File: config.mk
export PLATFORM = sky130hd
export DESIGN_NAME = ita_indirect_ctl
export DESIGN_NICKNAME = d
export VERILOG_FILES = /design/src/hdl/ita_pkg.sv /design/src/hdl/ita_dec_if.sv /design/src/hdl/ita_indirect_ctl.sv /design/src/hdl/ita_target_dec.sv
export SDC_FILE = /design/constraint.sdc
export NUM_CORES = 1
export LEC_CHECK = 0
export ABC_AREA = 1
export CORE_ASPECT_RATIO = 2
export CORE_UTILIZATION = 50
export DETAILED_ROUTE_END_ITERATION = 10
export DONT_BUFFER_PORTS = 1
export GPL_ROUTABILITY_DRIVEN = 0
export HOLD_SLACK_MARGIN = 0.12
export RECOVER_POWER = 100
export SYNTH_ARGS = -nofsm -noshare
export SYNTH_HDL_FRONTEND = slang
export SYNTH_SLANG_ARGS = --single-unit
File: constraint.sdc
create_clock -name clk -period 5.19 [get_ports clk]
set_input_delay 0.519 -clock clk [delete_from_list [all_inputs] [get_ports clk]]
set_output_delay 0.519 -clock clk [all_outputs]
set_load 0.1 [all_outputs]
File: src/hdl/ita_pkg.sv
// constants and types of the indirect table access controller
// assumes an 8-bit register port and one 200 MHz core clock
//
// Behaviour
// - function select zero picks a table
// - function 001 targets energy-efficient-Ethernet registers
// - function 010 targets access-control-list registers
// - function 100 power management; 011 reserved
// - function 101 routes to cable diagnosis
// - direction bit one reads, zero writes
// - table select: static, vlan, dynamic, mib
// - nonzero function: bits 3:2 are address 11:10
// - port code 0000 global, 0101 port 3
// - control bits 1:0 give address 9:8
// - second control register holds address 7:0
// - writing low address byte launches the command
// - data registers carry entry for every target
// - nine data bytes form 72-bit word, msb first
package ita_pkg;
    localparam logic [7:0] ITA_OFF_CTRL_HI = 8'h6e;
    localparam logic [7:0] ITA_OFF_ADDR_LO = 8'h6f;
    localparam logic [7:0] ITA_OFF_DATA_FIRST = 8'h70;
    localparam logic [7:0] ITA_OFF_DATA_LAST = 8'h78;
    localparam logic [7:0] ITA_OFF_STATUS = 8'h79;
    localparam int ITA_DATA_BYTES = 9;
    localparam int ITA_WORD_W = 72;
    localparam logic [7:0] ITA_CTRL_RST = 8'h00;
    localparam logic [7:0] ITA_ADDR_RST = 8'h00;
    localparam logic [7:0] ITA_DATA_RST = 8'h00;
    localparam int ITA_FN_HI = 7;
    localparam int ITA_FN_LO = 5;
    localparam int ITA_DIR_BIT = 4;
    localparam int ITA_TSEL_HI = 3;
    localparam int ITA_TSEL_LO = 2;
    localparam int ITA_AHI_HI = 1;
    localparam int ITA_AHI_LO = 0;
    localparam logic [2:0] ITA_FN_TABLE = 3'h0;
    localparam logic [2:0] ITA_FN_EEE = 3'h1;
    localparam logic [2:0] ITA_FN_ACL = 3'h2;
    localparam logic [2:0] ITA_FN_RSVD = 3'h3;
    localparam logic [2:0] ITA_FN_PME = 3'h4;
    localparam logic [2:0] ITA_FN_CABLE = 3'h5;
    localparam logic [1:0] ITA_TS_STATIC = 2'h0;
    localparam logic [1:0] ITA_TS_VLAN = 2'h1;
    localparam logic [1:0] ITA_TS_DYNAMIC = 2'h2;
    localparam logic [1:0] ITA_TS_MIB = 2'h3;
    localparam logic [3:0] ITA_PSEL_GLOBAL = 4'h0;
    localparam logic [3:0] ITA_PSEL_PORT3 = 4'h5;
    localparam int ITA_ST_BUSY = 0;
    localparam int ITA_ST_ERR = 1;
    localparam int ITA_ST_TMO = 2;
    localparam int ITA_CLK_PERIOD_PS = 5000;
    localparam int ITA_RSP_TIMEOUT_NS = 100;
    localparam int ITA_RSP_TIMEOUT_CYC = (ITA_RSP_TIMEOUT_NS * 1000) / ITA_CLK_PERIOD_PS;

    typedef enum logic [3:0]
    {
        ITA_TGT_STATIC = 4'h0,
        ITA_TGT_VLAN = 4'h1,
        ITA_TGT_DYNAMIC = 4'h2,
        ITA_TGT_MIB = 4'h3,
        ITA_TGT_EEE = 4'h4,
        ITA_TGT_ACL = 4'h5,
        ITA_TGT_PME = 4'h6,
        ITA_TGT_CABLE = 4'h7,
        ITA_TGT_NONE = 4'hf
    } ita_target_t;

    typedef enum logic [1:0]
    {
        ITA_S_IDLE = 2'h0,
        ITA_S_ISSUE = 2'h1,
        ITA_S_WAIT = 2'h3
    } ita_state_t;
endpackage

File: src/hdl/ita_dec_if.sv
// carrier between controller and its target decoder
// assumes both ends sit on the same clock
`timescale 1ns/1ps
interface ita_dec_if;
    import ita_pkg::*;
    logic [7:0] ctrl;
    logic [7:0] addr_lo;
    ita_target_t target;
    logic [11:0] addr;
    logic [1:0] port_idx;
    logic legal;
    modport ctl (output ctrl, output addr_lo, input target, input addr, input port_idx, input legal);
    modport dec (input ctrl, input addr_lo, output target, output addr, output port_idx, output legal);
endinterface

File: src/hdl/ita_indirect_ctl.sv
// indirect table access controller: control, address and data registers
// assumes table engines outside answer reads with rsp_valid and rsp_data
`timescale 1ns/1ps
module ita_indirect_ctl
    import ita_pkg::*;
#(
    parameter logic [3:0] PORT1_CODE = 4'h1,
    parameter logic [3:0] PORT2_CODE = 4'h2,
    parameter int RSP_TIMEOUT = ITA_RSP_TIMEOUT_CYC
)
(
    input wire logic clk,
    input wire logic rst,
    input wire logic [7:0] reg_addr,
    input wire logic [7:0] reg_wdata,
    input wire logic reg_wr,
    input wire logic reg_rd,
    output logic [7:0] reg_rdata,
    output logic cmd_valid,
    output logic cmd_write,
    output logic [3:0] cmd_target,
    output logic [1:0] cmd_port,
    output logic [11:0] cmd_addr,
    output logic [ITA_WORD_W-1:0] cmd_wdata,
    input wire logic rsp_valid,
    input wire logic [ITA_WORD_W-1:0] rsp_data
);
    localparam int TMO_W = $clog2(RSP_TIMEOUT + 1);
    localparam int WAIT_BOUND = RSP_TIMEOUT + 1;

    if (RSP_TIMEOUT < 1 || RSP_TIMEOUT > 1000)
    begin : g_bad_tmo
        $error("RSP_TIMEOUT out of range");
    end
    if (PORT1_CODE == PORT2_CODE || PORT1_CODE == ITA_PSEL_GLOBAL || PORT1_CODE == ITA_PSEL_PORT3
        || PORT2_CODE == ITA_PSEL_GLOBAL || PORT2_CODE == ITA_PSEL_PORT3)
    begin : g_bad_port
        $error("port codes must be distinct");
    end

    ita_state_t state_reg;
    logic [7:0] ctrl_hi_reg;
    logic [7:0] addr_lo_reg;
    logic [7:0] data_reg [ITA_DATA_BYTES];
    logic [7:0] rdata_reg;
    logic [7:0] rd_next;
    logic [TMO_W-1:0] tmo_reg;
    logic err_reg;
    logic tmo_flag_reg;
    logic launch;
    logic rsp_take;
    logic timed_out;
    logic in_data;
    logic [7:0] data_idx;
    ita_dec_if dif ();
    logic [2:0] fn_sel;
    logic [1:0] tbl_sel;

    assign dif.ctrl = ctrl_hi_reg;
    assign dif.addr_lo = addr_lo_reg;

    ita_target_dec #(
        .PORT1_CODE(PORT1_CODE),
        .PORT2_CODE(PORT2_CODE)
    ) u_dec (
        .dif(dif)
    );

    assign launch = reg_wr && reg_addr == ITA_OFF_ADDR_LO && state_reg == ITA_S_IDLE;
    assign rsp_take = state_reg == ITA_S_WAIT && rsp_valid;
    assign timed_out = state_reg == ITA_S_WAIT && !rsp_valid && tmo_reg == TMO_W'(RSP_TIMEOUT - 1);
    assign in_data = reg_addr >= ITA_OFF_DATA_FIRST && reg_addr <= ITA_OFF_DATA_LAST;
    assign data_idx = reg_addr - ITA_OFF_DATA_FIRST;

    always_ff @(posedge clk or posedge rst)
    begin
        if (rst)
            ctrl_hi_reg <= ITA_CTRL_RST;
        else if (reg_wr && reg_addr == ITA_OFF_CTRL_HI)
            ctrl_hi_reg <= reg_wdata;
    end

    always_ff @(posedge clk or posedge rst)
    begin
        if (rst)
            addr_lo_reg <= ITA_ADDR_RST;
        else if (launch)
            addr_lo_reg <= reg_wdata;
    end

    // command sequencing
    always_ff @(posedge clk or posedge rst)
    begin
        if (rst)
        begin
            state_reg <= ITA_S_IDLE;
        end
        else
        begin
            unique case (state_reg)
                ITA_S_IDLE:
                    if (launch)
                        state_reg <= ITA_S_ISSUE;
                ITA_S_ISSUE:
                    if (dif.legal && ctrl_hi_reg[ITA_DIR_BIT])
                        state_reg <= ITA_S_WAIT;
                    else
                        state_reg <= ITA_S_IDLE;
                ITA_S_WAIT:
                    if (rsp_valid || timed_out)
                        state_reg <= ITA_S_IDLE;
                default:
                    state_reg <= ITA_S_IDLE;
            endcase
        end
    end

    always_ff @(posedge clk or posedge rst)
    begin
        if (rst)
            tmo_reg <= '0;
        else if (state_reg != ITA_S_WAIT)
            tmo_reg <= '0;
        else
            tmo_reg <= tmo_reg + 1'b1;
    end

    // reserved function flagged, set beats clear
    always_ff @(posedge clk or posedge rst)
    begin
        if (rst)
            err_reg <= 1'b0;
        else if (state_reg == ITA_S_ISSUE && !dif.legal)
            err_reg <= 1'b1;
        else if (reg_wr && reg_addr == ITA_OFF_STATUS && reg_wdata[ITA_ST_ERR])
            err_reg <= 1'b0;
    end

    always_ff @(posedge clk or posedge rst)
    begin
        if (rst)
            tmo_flag_reg <= 1'b0;
        else if (timed_out)
            tmo_flag_reg <= 1'b1;
        else if (reg_wr && reg_addr == ITA_OFF_STATUS && reg_wdata[ITA_ST_TMO])
            tmo_flag_reg <= 1'b0;
    end

    for (genvar i = 0; i < ITA_DATA_BYTES; i++)
    begin : g_data
        always_ff @(posedge clk or posedge rst)
        begin
            if (rst)
                data_reg[i] <= ITA_DATA_RST;
            else if (rsp_take)
                data_reg[i] <= rsp_data[ITA_WORD_W-1-8*i -: 8];
            else if (reg_wr && reg_addr == 8'(ITA_OFF_DATA_FIRST + i))
                data_reg[i] <= reg_wdata;
        end
        assign cmd_wdata[ITA_WORD_W-1-8*i -: 8] = data_reg[i];
    end

    assign cmd_valid = state_reg == ITA_S_ISSUE && dif.legal;
    assign cmd_write = !ctrl_hi_reg[ITA_DIR_BIT];
    assign cmd_target = dif.target;
    assign cmd_port = dif.port_idx;
    assign cmd_addr = dif.addr;

    always_comb
    begin
        rd_next = 8'h00;
        if (in_data)
            rd_next = data_reg[data_idx[3:0]];
        else if (reg_addr == ITA_OFF_CTRL_HI)
            rd_next = ctrl_hi_reg;
        else if (reg_addr == ITA_OFF_ADDR_LO)
            rd_next = addr_lo_reg;
        else if (reg_addr == ITA_OFF_STATUS)
        begin
            rd_next[ITA_ST_BUSY] = state_reg != ITA_S_IDLE;
            rd_next[ITA_ST_ERR] = err_reg;
            rd_next[ITA_ST_TMO] = tmo_flag_reg;
        end
    end

    always_ff @(posedge clk or posedge rst)
    begin
        if (rst)
            rdata_reg <= 8'h00;
        else if (reg_rd)
            rdata_reg <= rd_next;
        else
            rdata_reg <= 8'h00;
    end

    assign reg_rdata = rdata_reg;

    // fields watched by the checks below
    assign fn_sel = ctrl_hi_reg[ITA_FN_HI:ITA_FN_LO];
    assign tbl_sel = ctrl_hi_reg[ITA_TSEL_HI:ITA_TSEL_LO];
endmodule

File: src/hdl/ita_target_dec.sv
// decodes control bytes into target space, address and port
// assumes inputs come from registers on the core clock
`timescale 1ns/1ps
module ita_target_dec
    import ita_pkg::*;
#(
    parameter logic [3:0] PORT1_CODE = 4'h1,
    parameter logic [3:0] PORT2_CODE = 4'h2
)
(
    ita_dec_if.dec dif
);
    logic [2:0] func;
    logic [1:0] tsel;
    logic [3:0] psel;

    assign func = dif.ctrl[ITA_FN_HI:ITA_FN_LO];
    assign tsel = dif.ctrl[ITA_TSEL_HI:ITA_TSEL_LO];
    assign psel = dif.addr[11:8];

    always_comb
    begin
        dif.addr = {dif.ctrl[ITA_TSEL_HI:ITA_TSEL_LO], dif.ctrl[ITA_AHI_HI:ITA_AHI_LO], dif.addr_lo};
        if (func == ITA_FN_TABLE)
        begin
            dif.addr[11:10] = 2'h0;
        end
    end

    always_comb
    begin
        dif.port_idx = 2'h0;
        if (psel == PORT1_CODE)
            dif.port_idx = 2'h1;
        else if (psel == PORT2_CODE)
            dif.port_idx = 2'h2;
        else if (psel == ITA_PSEL_PORT3)
            dif.port_idx = 2'h3;
    end

    always_comb
    begin
        dif.target = ITA_TGT_NONE;
        dif.legal = 1'b1;
        unique case (func)
            ITA_FN_TABLE:
            begin
                unique case (tsel)
                    ITA_TS_STATIC: dif.target = ITA_TGT_STATIC;
                    ITA_TS_VLAN: dif.target = ITA_TGT_VLAN;
                    ITA_TS_DYNAMIC: dif.target = ITA_TGT_DYNAMIC;
                    ITA_TS_MIB: dif.target = ITA_TGT_MIB;
                endcase
            end
            ITA_FN_EEE: dif.target = ITA_TGT_EEE;
            ITA_FN_ACL: dif.target = ITA_TGT_ACL;
            ITA_FN_PME: dif.target = ITA_TGT_PME;
            ITA_FN_CABLE: dif.target = ITA_TGT_CABLE;
            default: dif.legal = 1'b0;
        endcase
        if ((func == ITA_FN_EEE || func == ITA_FN_ACL) && psel != ITA_PSEL_GLOBAL
            && psel != PORT1_CODE && psel != PORT2_CODE && psel != ITA_PSEL_PORT3)
        begin
            dif.legal = 1'b0;
        end
    end
endmodule
Word-level counts from Yosys, hierarchy flattened
Cells that the tools add are included.
{ "word_totals": {"elab_cells": 146, "reg_bits": 105} }
{ "classes": {"order_cmp": 3, "muxes": 44, "addsub": 2, "n_eq_ne": 31, "n_reduce_logical": 49, "bitwise": 1} }
{ "op_table": {"columns": ["cell", "n"], "rows": [
  ["$mux W8", 23],
  ["$eq A8 B7 Y1 const B", 12],
  ["$bmux W8 S4", 1],
  ["$logic_and A1 B1 Y1", 26],
  ["$reduce_bool A2 Y1", 12],
  ["$pmux W4 S5", 1],
  ["$pmux W4 S4", 1],
  ["$mux W2", 7],
  ["$mux W5", 2],
  ["$ge A8 B7 Y1 const B", 1],
  ["$le A8 B7 Y1 const B", 1],
  ["$eq A2 B2 Y1 const B", 3],
  ["$eq A3 B3 Y1 const B", 2],
  ["$mux W1", 6],
  ["$mux W3", 2],
  ["$pmux W2 S3", 1],
  ["$add A5 B1 Y5 const B", 1],
  ["$eq A5 B5 Y1 const B", 1],
  ["$ge A5 B5 Y1 const B", 1],
  ["$not A4 Y5", 1],
  ["$reduce_or A5 Y1", 1],
  ["$eq A2 B1 Y1 const B", 2],
  ["$eq A4 B1 Y1 const B", 1],
  ["$eq A4 B2 Y1 const B", 1],
  ["other kinds (15)", 20]
]} }

Logic depth before layout (Yosys ltp)
{ "logic_depth": {"word_depth": 11, "mapped_depth": 11, "depth_no_buf": 10} }

Modules after synthesis
Synthesis repeated with hierarchy kept, for this count alone.
{ "hier_totals": {"cells_unflattened": 834, "hier_area_um2": 6157.2} }
{ "modules_own_cells": {"columns": ["module", "seq_area_each_um2", "cells_each", "instances", "area_per_inst_um2"], "rows": [
  ["ita_indirect_ctl", 2627.5, 796, 1, 5934.4],
  ["ita_target_dec", 0.0, 38, 1, 222.7]
]} }

Least setup slack after synthesis
OpenSTA, ideal clock, no wires.
{ "synth_path": {"kind": "register to output", "from": "register ctrl_hi_reg[7]", "to": "output cmd_valid", "n_path_buf": 0, "path_stages_with_launch": 10, "t_arrival_ns": 4.468, "path_slack_ns": 0.203, "cell_sequence": "dfrtp_1 > nor2_1 > nand2_1 > o21ai_0 > nand2_1 > nand2_1 > inv_1 > nand2_1 > nand2_1 > nor3_1"} }
{ "synth_between": {"elab_chain_len": 9} }
{ "synth_rtl": {"columns": ["element", "line_no", "text"], "rows": [
  ["from (decl)", "ita_indirect_ctl.sv:42", "logic [7:0] ctrl_hi_reg;"],
  ["from (signal assigned)", "ita_indirect_ctl.sv:80", "ctrl_hi_reg <= reg_wdata;"],
  ["$logic_not A3 Y1", "ita_target_dec.sv:24, ita_target_dec.sv:45", null],
  ["$mux W2", "ita_target_dec.sv:24", "if (func == ITA_FN_TABLE)"],
  ["$reduce_bool A4 Y1", "ita_target_dec.sv:61", "if ((func == ITA_FN_EEE || func == ITA_FN_ACL) && psel != ITA_PSEL_GLOBAL"],
  ["$logic_and A1 B1 Y1", "ita_target_dec.sv:61", null],
  ["$logic_and A1 B1 Y1 (3 in a row)", "ita_target_dec.sv:62", "&& psel != PORT1_CODE && psel != PORT2_CODE && psel != ITA_PSEL_PORT3)"],
  ["$mux W1 (*)", "ita_target_dec.sv:61", null],
  ["$logic_and A1 B1 Y1 (*)", "ita_indirect_ctl.sv:163", "assign cmd_valid = state_reg == ITA_S_ISSUE && dif.legal;"],
  ["to (decl)", "ita_indirect_ctl.sv:19", "output logic cmd_valid,"]
]} }
Mark *: on every way between the ends. The rest lies on a longest branch, timed or not.

Worst setup path in the final report
Ends and elaborated chain as after synthesis.

==> results.tsv <==
stage	metric	value	unit
worst_setup_path	crit_arrival	3.78	ns
detailed_routing	first_iter_violations	347	
worst_setup_path	crit_path_start	ctrl_hi_reg[7]$_DFFE_PP0P_	
synthesis	syn_area	0.00596	sq mm
power	power_switching	1010	uW
timing	setup_tns	0	ns
floorplan	ios	193	
power	power_frac_comb	0.093	
worst_setup_path	max_stage_delay	0.89	ns
worst_hold_path	min_path_cells	2	
worst_setup_path	critPathLaunchType	flop	
detailed_routing	route.detailed.drc	0	
timing	hold_violations	0	
detailed_routing	drt-total-wl	19.8	mm
power	switching_share	0.441	
timing	fin_crit_sh	0.827	
worst_setup_path	cp_common_cell	nand2_1	
detailed_routing	wl_met2	10.5	mm
power	power.total	2290	uW
layout	nets	899	
worst_setup_path	cp.depth	11	
place	place_hpwl	15.0	mm
clock_network	cts_tree	yes	
detailed_routing	wl_met3	1.48	mm
detailed_routing	wl_per_cell	20.7	um
power	clkPwrFrac	0.292	
clock_network	clk_latency	0.34	ns
worst_setup_path	timing.rr.start	state_reg[1]$_DFFE_PP0P_	
synthesis	syn_area_per_cell	7.19	sq um
layout	finish.instance_area	0.00619	sq mm
detailed_routing	firstDrtPassIters	5	
clock_network	cts.clk_slew.worst_paths	0.07	ns
worst_setup_path	cp_max_fo	6	
layout	final_core_util	0.532	
timing	setup_viol	0	
layout	final_common_cell	nand2_1	
synthesis	ys_types	31	
status	violations	capacitance limit, slew limit	
synthesis	ys_ff_latch	105	
worst_setup_path	crit_type	flop to primary output	
global_routing	grt_max_degree	75	
layout	layout_common_cells	nand2_1 (263), nand3_1 (130), dfrtp_1 (105)	
power	ir_drop	0.237	mV
clock_network	htree_levels	3	
flow_run	maxCapViolCount	6	
layout	multi_input_area	0.00273	sq mm
worst_setup_path	worstPathCellList	nor2_1 > nand2_1 > o21ai_0 > nand2_1 > nand2_1 > clkbuf_1 > inv_1 > nand2_1 > nand2_1 > nor3_2 > buf_16	
power	p_per_area	370	mW/mm^2
synthesis	synth_nets	923	
floorplan	die_x	79.2	um
clock_network	cts_hold_buf	0	
worst_hold_path	hp-class	input port to flop	
clock_network	cts_buffer_depth	2	
floorplan	initial_core_util	0.512	
worst_setup_path	required	4.67	ns
layout	nFillCells	1222	
worst_setup_path	worst-path-buf-inv	3	
detailed_routing	top_layer	met4	
floorplan	rows	56	
synthesis	yosysSeqAreaShare	0.441	
floorplan	fp.dieH	156	um
detailed_routing	wirelength_met1	6.60	mm
layout	syn2layout_area_growth	3.84	%
clock_network	postCtsSetupBuffers	0	
detailed_routing	ant_nets	0	
timing	fin_worst_skew	0.0104	ns
global_routing	grt_pass1_vias	5497	
place	dpl_cell_area	0.00598	sq mm
worst_setup_path	ff2ff_path_depth	7	
power	leakagePower	0.00310	uW
global_routing	grt_pass1_wl	29.8	mm
timing	relSlewSlack	-0.939	
detailed_routing	vias	5505	
global_routing	overflow	0	
worst_setup_path	rrSetupSlack	1.54	ns
detailed_routing	viasPerCell	5.77	
layout	diodes	0	
synthesis	syn_inst	829	
worst_setup_path	slowest_stage	clkbuf_1	
status	outcome	finished, violations left	
timing	final_max_slew_viol_count	132	
layout	regArea	0.00263	sq mm
floorplan	dieArea	0.0124	sq mm
timing	tightest_slew	2.88	ns
synthesis	ys_warn_count	0	
layout	largest_reg_flops	72	
global_routing	antenna_found_initial	0	
timing	period_needed	4.29	ns
layout	final_layout_size_suffix_gt1_frac	0.0618	
global_routing	grt_usage	0.327	
floorplan	fp.coreArea	0.0116	sq mm
clock_network	cts_buffers	9	
clock_network	ctsResizeCount	0	
timing	rsz0062_at_grt	false	
timing	max_clock_freq	233	MHz
power	power_frac_seq	0.614	
worst_setup_path	cp_top_family	simple AND/OR/NAND/NOR gates	
clock_network	cts_sinks	105	
place	portBuffers	0	
worst_setup_path	crit_end	cmd_valid	
worst_setup_path	reg2reg_to	cmd_wdata[6]$_DFFE_PP0P_	
worst_setup_path	end_kind	primary output	
clock_network	cts-root-buf	clkbuf_16	
power	intPower	1280	uW
## worst register-to-register path: cells and delay by family (launching register included)
kind,cells,cell delay [ns]
compound gates,1,0.10
buf+inv,2,2.16
flops,1,0.41
simple gates,4,0.89
## final cells by class
| cell class | count | share of cell area |
|---|---|---|
| Clock inverter | 4 | 0.00566 |
| Timing Repair Buffer | 5 | 0.00768 |
| Multi-Input combinational cell | 601 | 0.441 |
| Tap cell | 145 | 0.0293 |
| Clock buffer | 11 | 0.0408 |
| Inverter | 83 | 0.0506 |
| Sequential cell | 105 | 0.425 |
## power groups by stage
| stage | logic, uW | clock network, uW | registers, uW |
|---|---|---|---|
| after floorplan | 178 | 0 | 1390 |
| after CTS | 220 | 676 | 1410 |
| after global placement | 214 | 0 | 1420 |
| after global routing | 238 | 710 | 1410 |
| after detailed placement | 218 | 0 | 1420 |
| final | 214 | 668 | 1410 |
## cell usage after synthesis
| master | n | area share |
|---|---|---|
| a21oi_1 | 5 | 0.0042 |
| clkbuf_1 | 10 | 0.0063 |
| o21ai_2 | 9 | 0.013 |
| nand2_1 | 261 | 0.16 |
| xnor2_1 | 1 | 0.0015 |
| nand3b_1 | 4 | 0.0050 |
| clkinv_1 | 1 | 0.00063 |
| nand3_2 | 5 | 0.0084 |
| buf_4 | 7 | 0.0088 |
| inv_2 | 1 | 0.00063 |
| o211ai_1 | 4 | 0.0050 |
| xor2_1 | 2 | 0.0029 |
| inv_1 | 81 | 0.051 |
| nor2_1 | 56 | 0.035 |
| nand4_1 | 5 | 0.0052 |
| nand2_2 | 22 | 0.023 |
| buf_6 | 5 | 0.0094 |
| nor2_4 | 1 | 0.0019 |
| nor2_2 | 4 | 0.0042 |
| o21ai_0 | 76 | 0.064 |
| dfrtp_1 | 105 | 0.44 |
| o22ai_1 | 6 | 0.0063 |
| ha_1 | 1 | 0.0021 |
| o21ai_1 | 1 | 0.00084 |
| nand3_1 | 129 | 0.11 |
| a211oi_1 | 3 | 0.0038 |
| clkbuf_2 | 1 | 0.00084 |
| nor3_4 | 1 | 0.0027 |
| buf_2 | 17 | 0.014 |
| nor3_1 | 4 | 0.0034 |
| a22oi_1 | 1 | 0.0013 |
## worst min path at each step
stage	startpoint	end	slack, ns
floorplan	tmo_reg[0]$_DFF_PP0_	tmo_reg[0]$_DFF_PP0_	0.43
global placement	tmo_reg[0]$_DFF_PP0_	tmo_reg[0]$_DFF_PP0_	0.45
detailed placement	tmo_reg[0]$_DFF_PP0_	tmo_reg[0]$_DFF_PP0_	0.46
CTS	rst	cmd_wdata[37]$_DFFE_PP0P_	0.15
global route	reg_rd	reg_rdata[5]$_DFF_PP0_	0.30
finish	reg_rd	reg_rdata[5]$_DFF_PP0_	0.30
## routing by layer
| metal | GRT usage | vias up |
|---|---|---|
| met3 | 0.0735 | 50 |
| met2 | 0.587 | 267 |
| met4 | 0.203 | 0 |
| li1 | - | 2613 |
| met5 | 0 | - |
| met1 | 0.335 | 2575 |
## metrics by stage
| stage | setup WS [ns] | std cells | hold slack, ns |
|---|---|---|---|
| 6_report | 0.896 | 954 | 0.301 |
| 5_1_grt | 0.736 | 954 | 0.300 |
| 4_1_cts | 1.57 | 954 | 0.152 |
| 3_5_place_dp | 1.93 | 939 | 0.465 |
| 3_3_place_gp | 2.00 | 939 | 0.449 |
| 2_1_floorplan | 0.203 | 829 | 0.433 |
## cell families (layout without fill, tap and decap cells)
logic type	Yosys count	count (layout)	share of synthesized area
simple gates	492	492	0.362
buf+inv	123	103	0.0920
compound gates	105	105	0.0985
flops	105	105	0.441
xor+xnor	3	3	0.00441
fa+ha+maj	1	1	0.00210
Note: power is estimated with default switching activity, not from simulation.
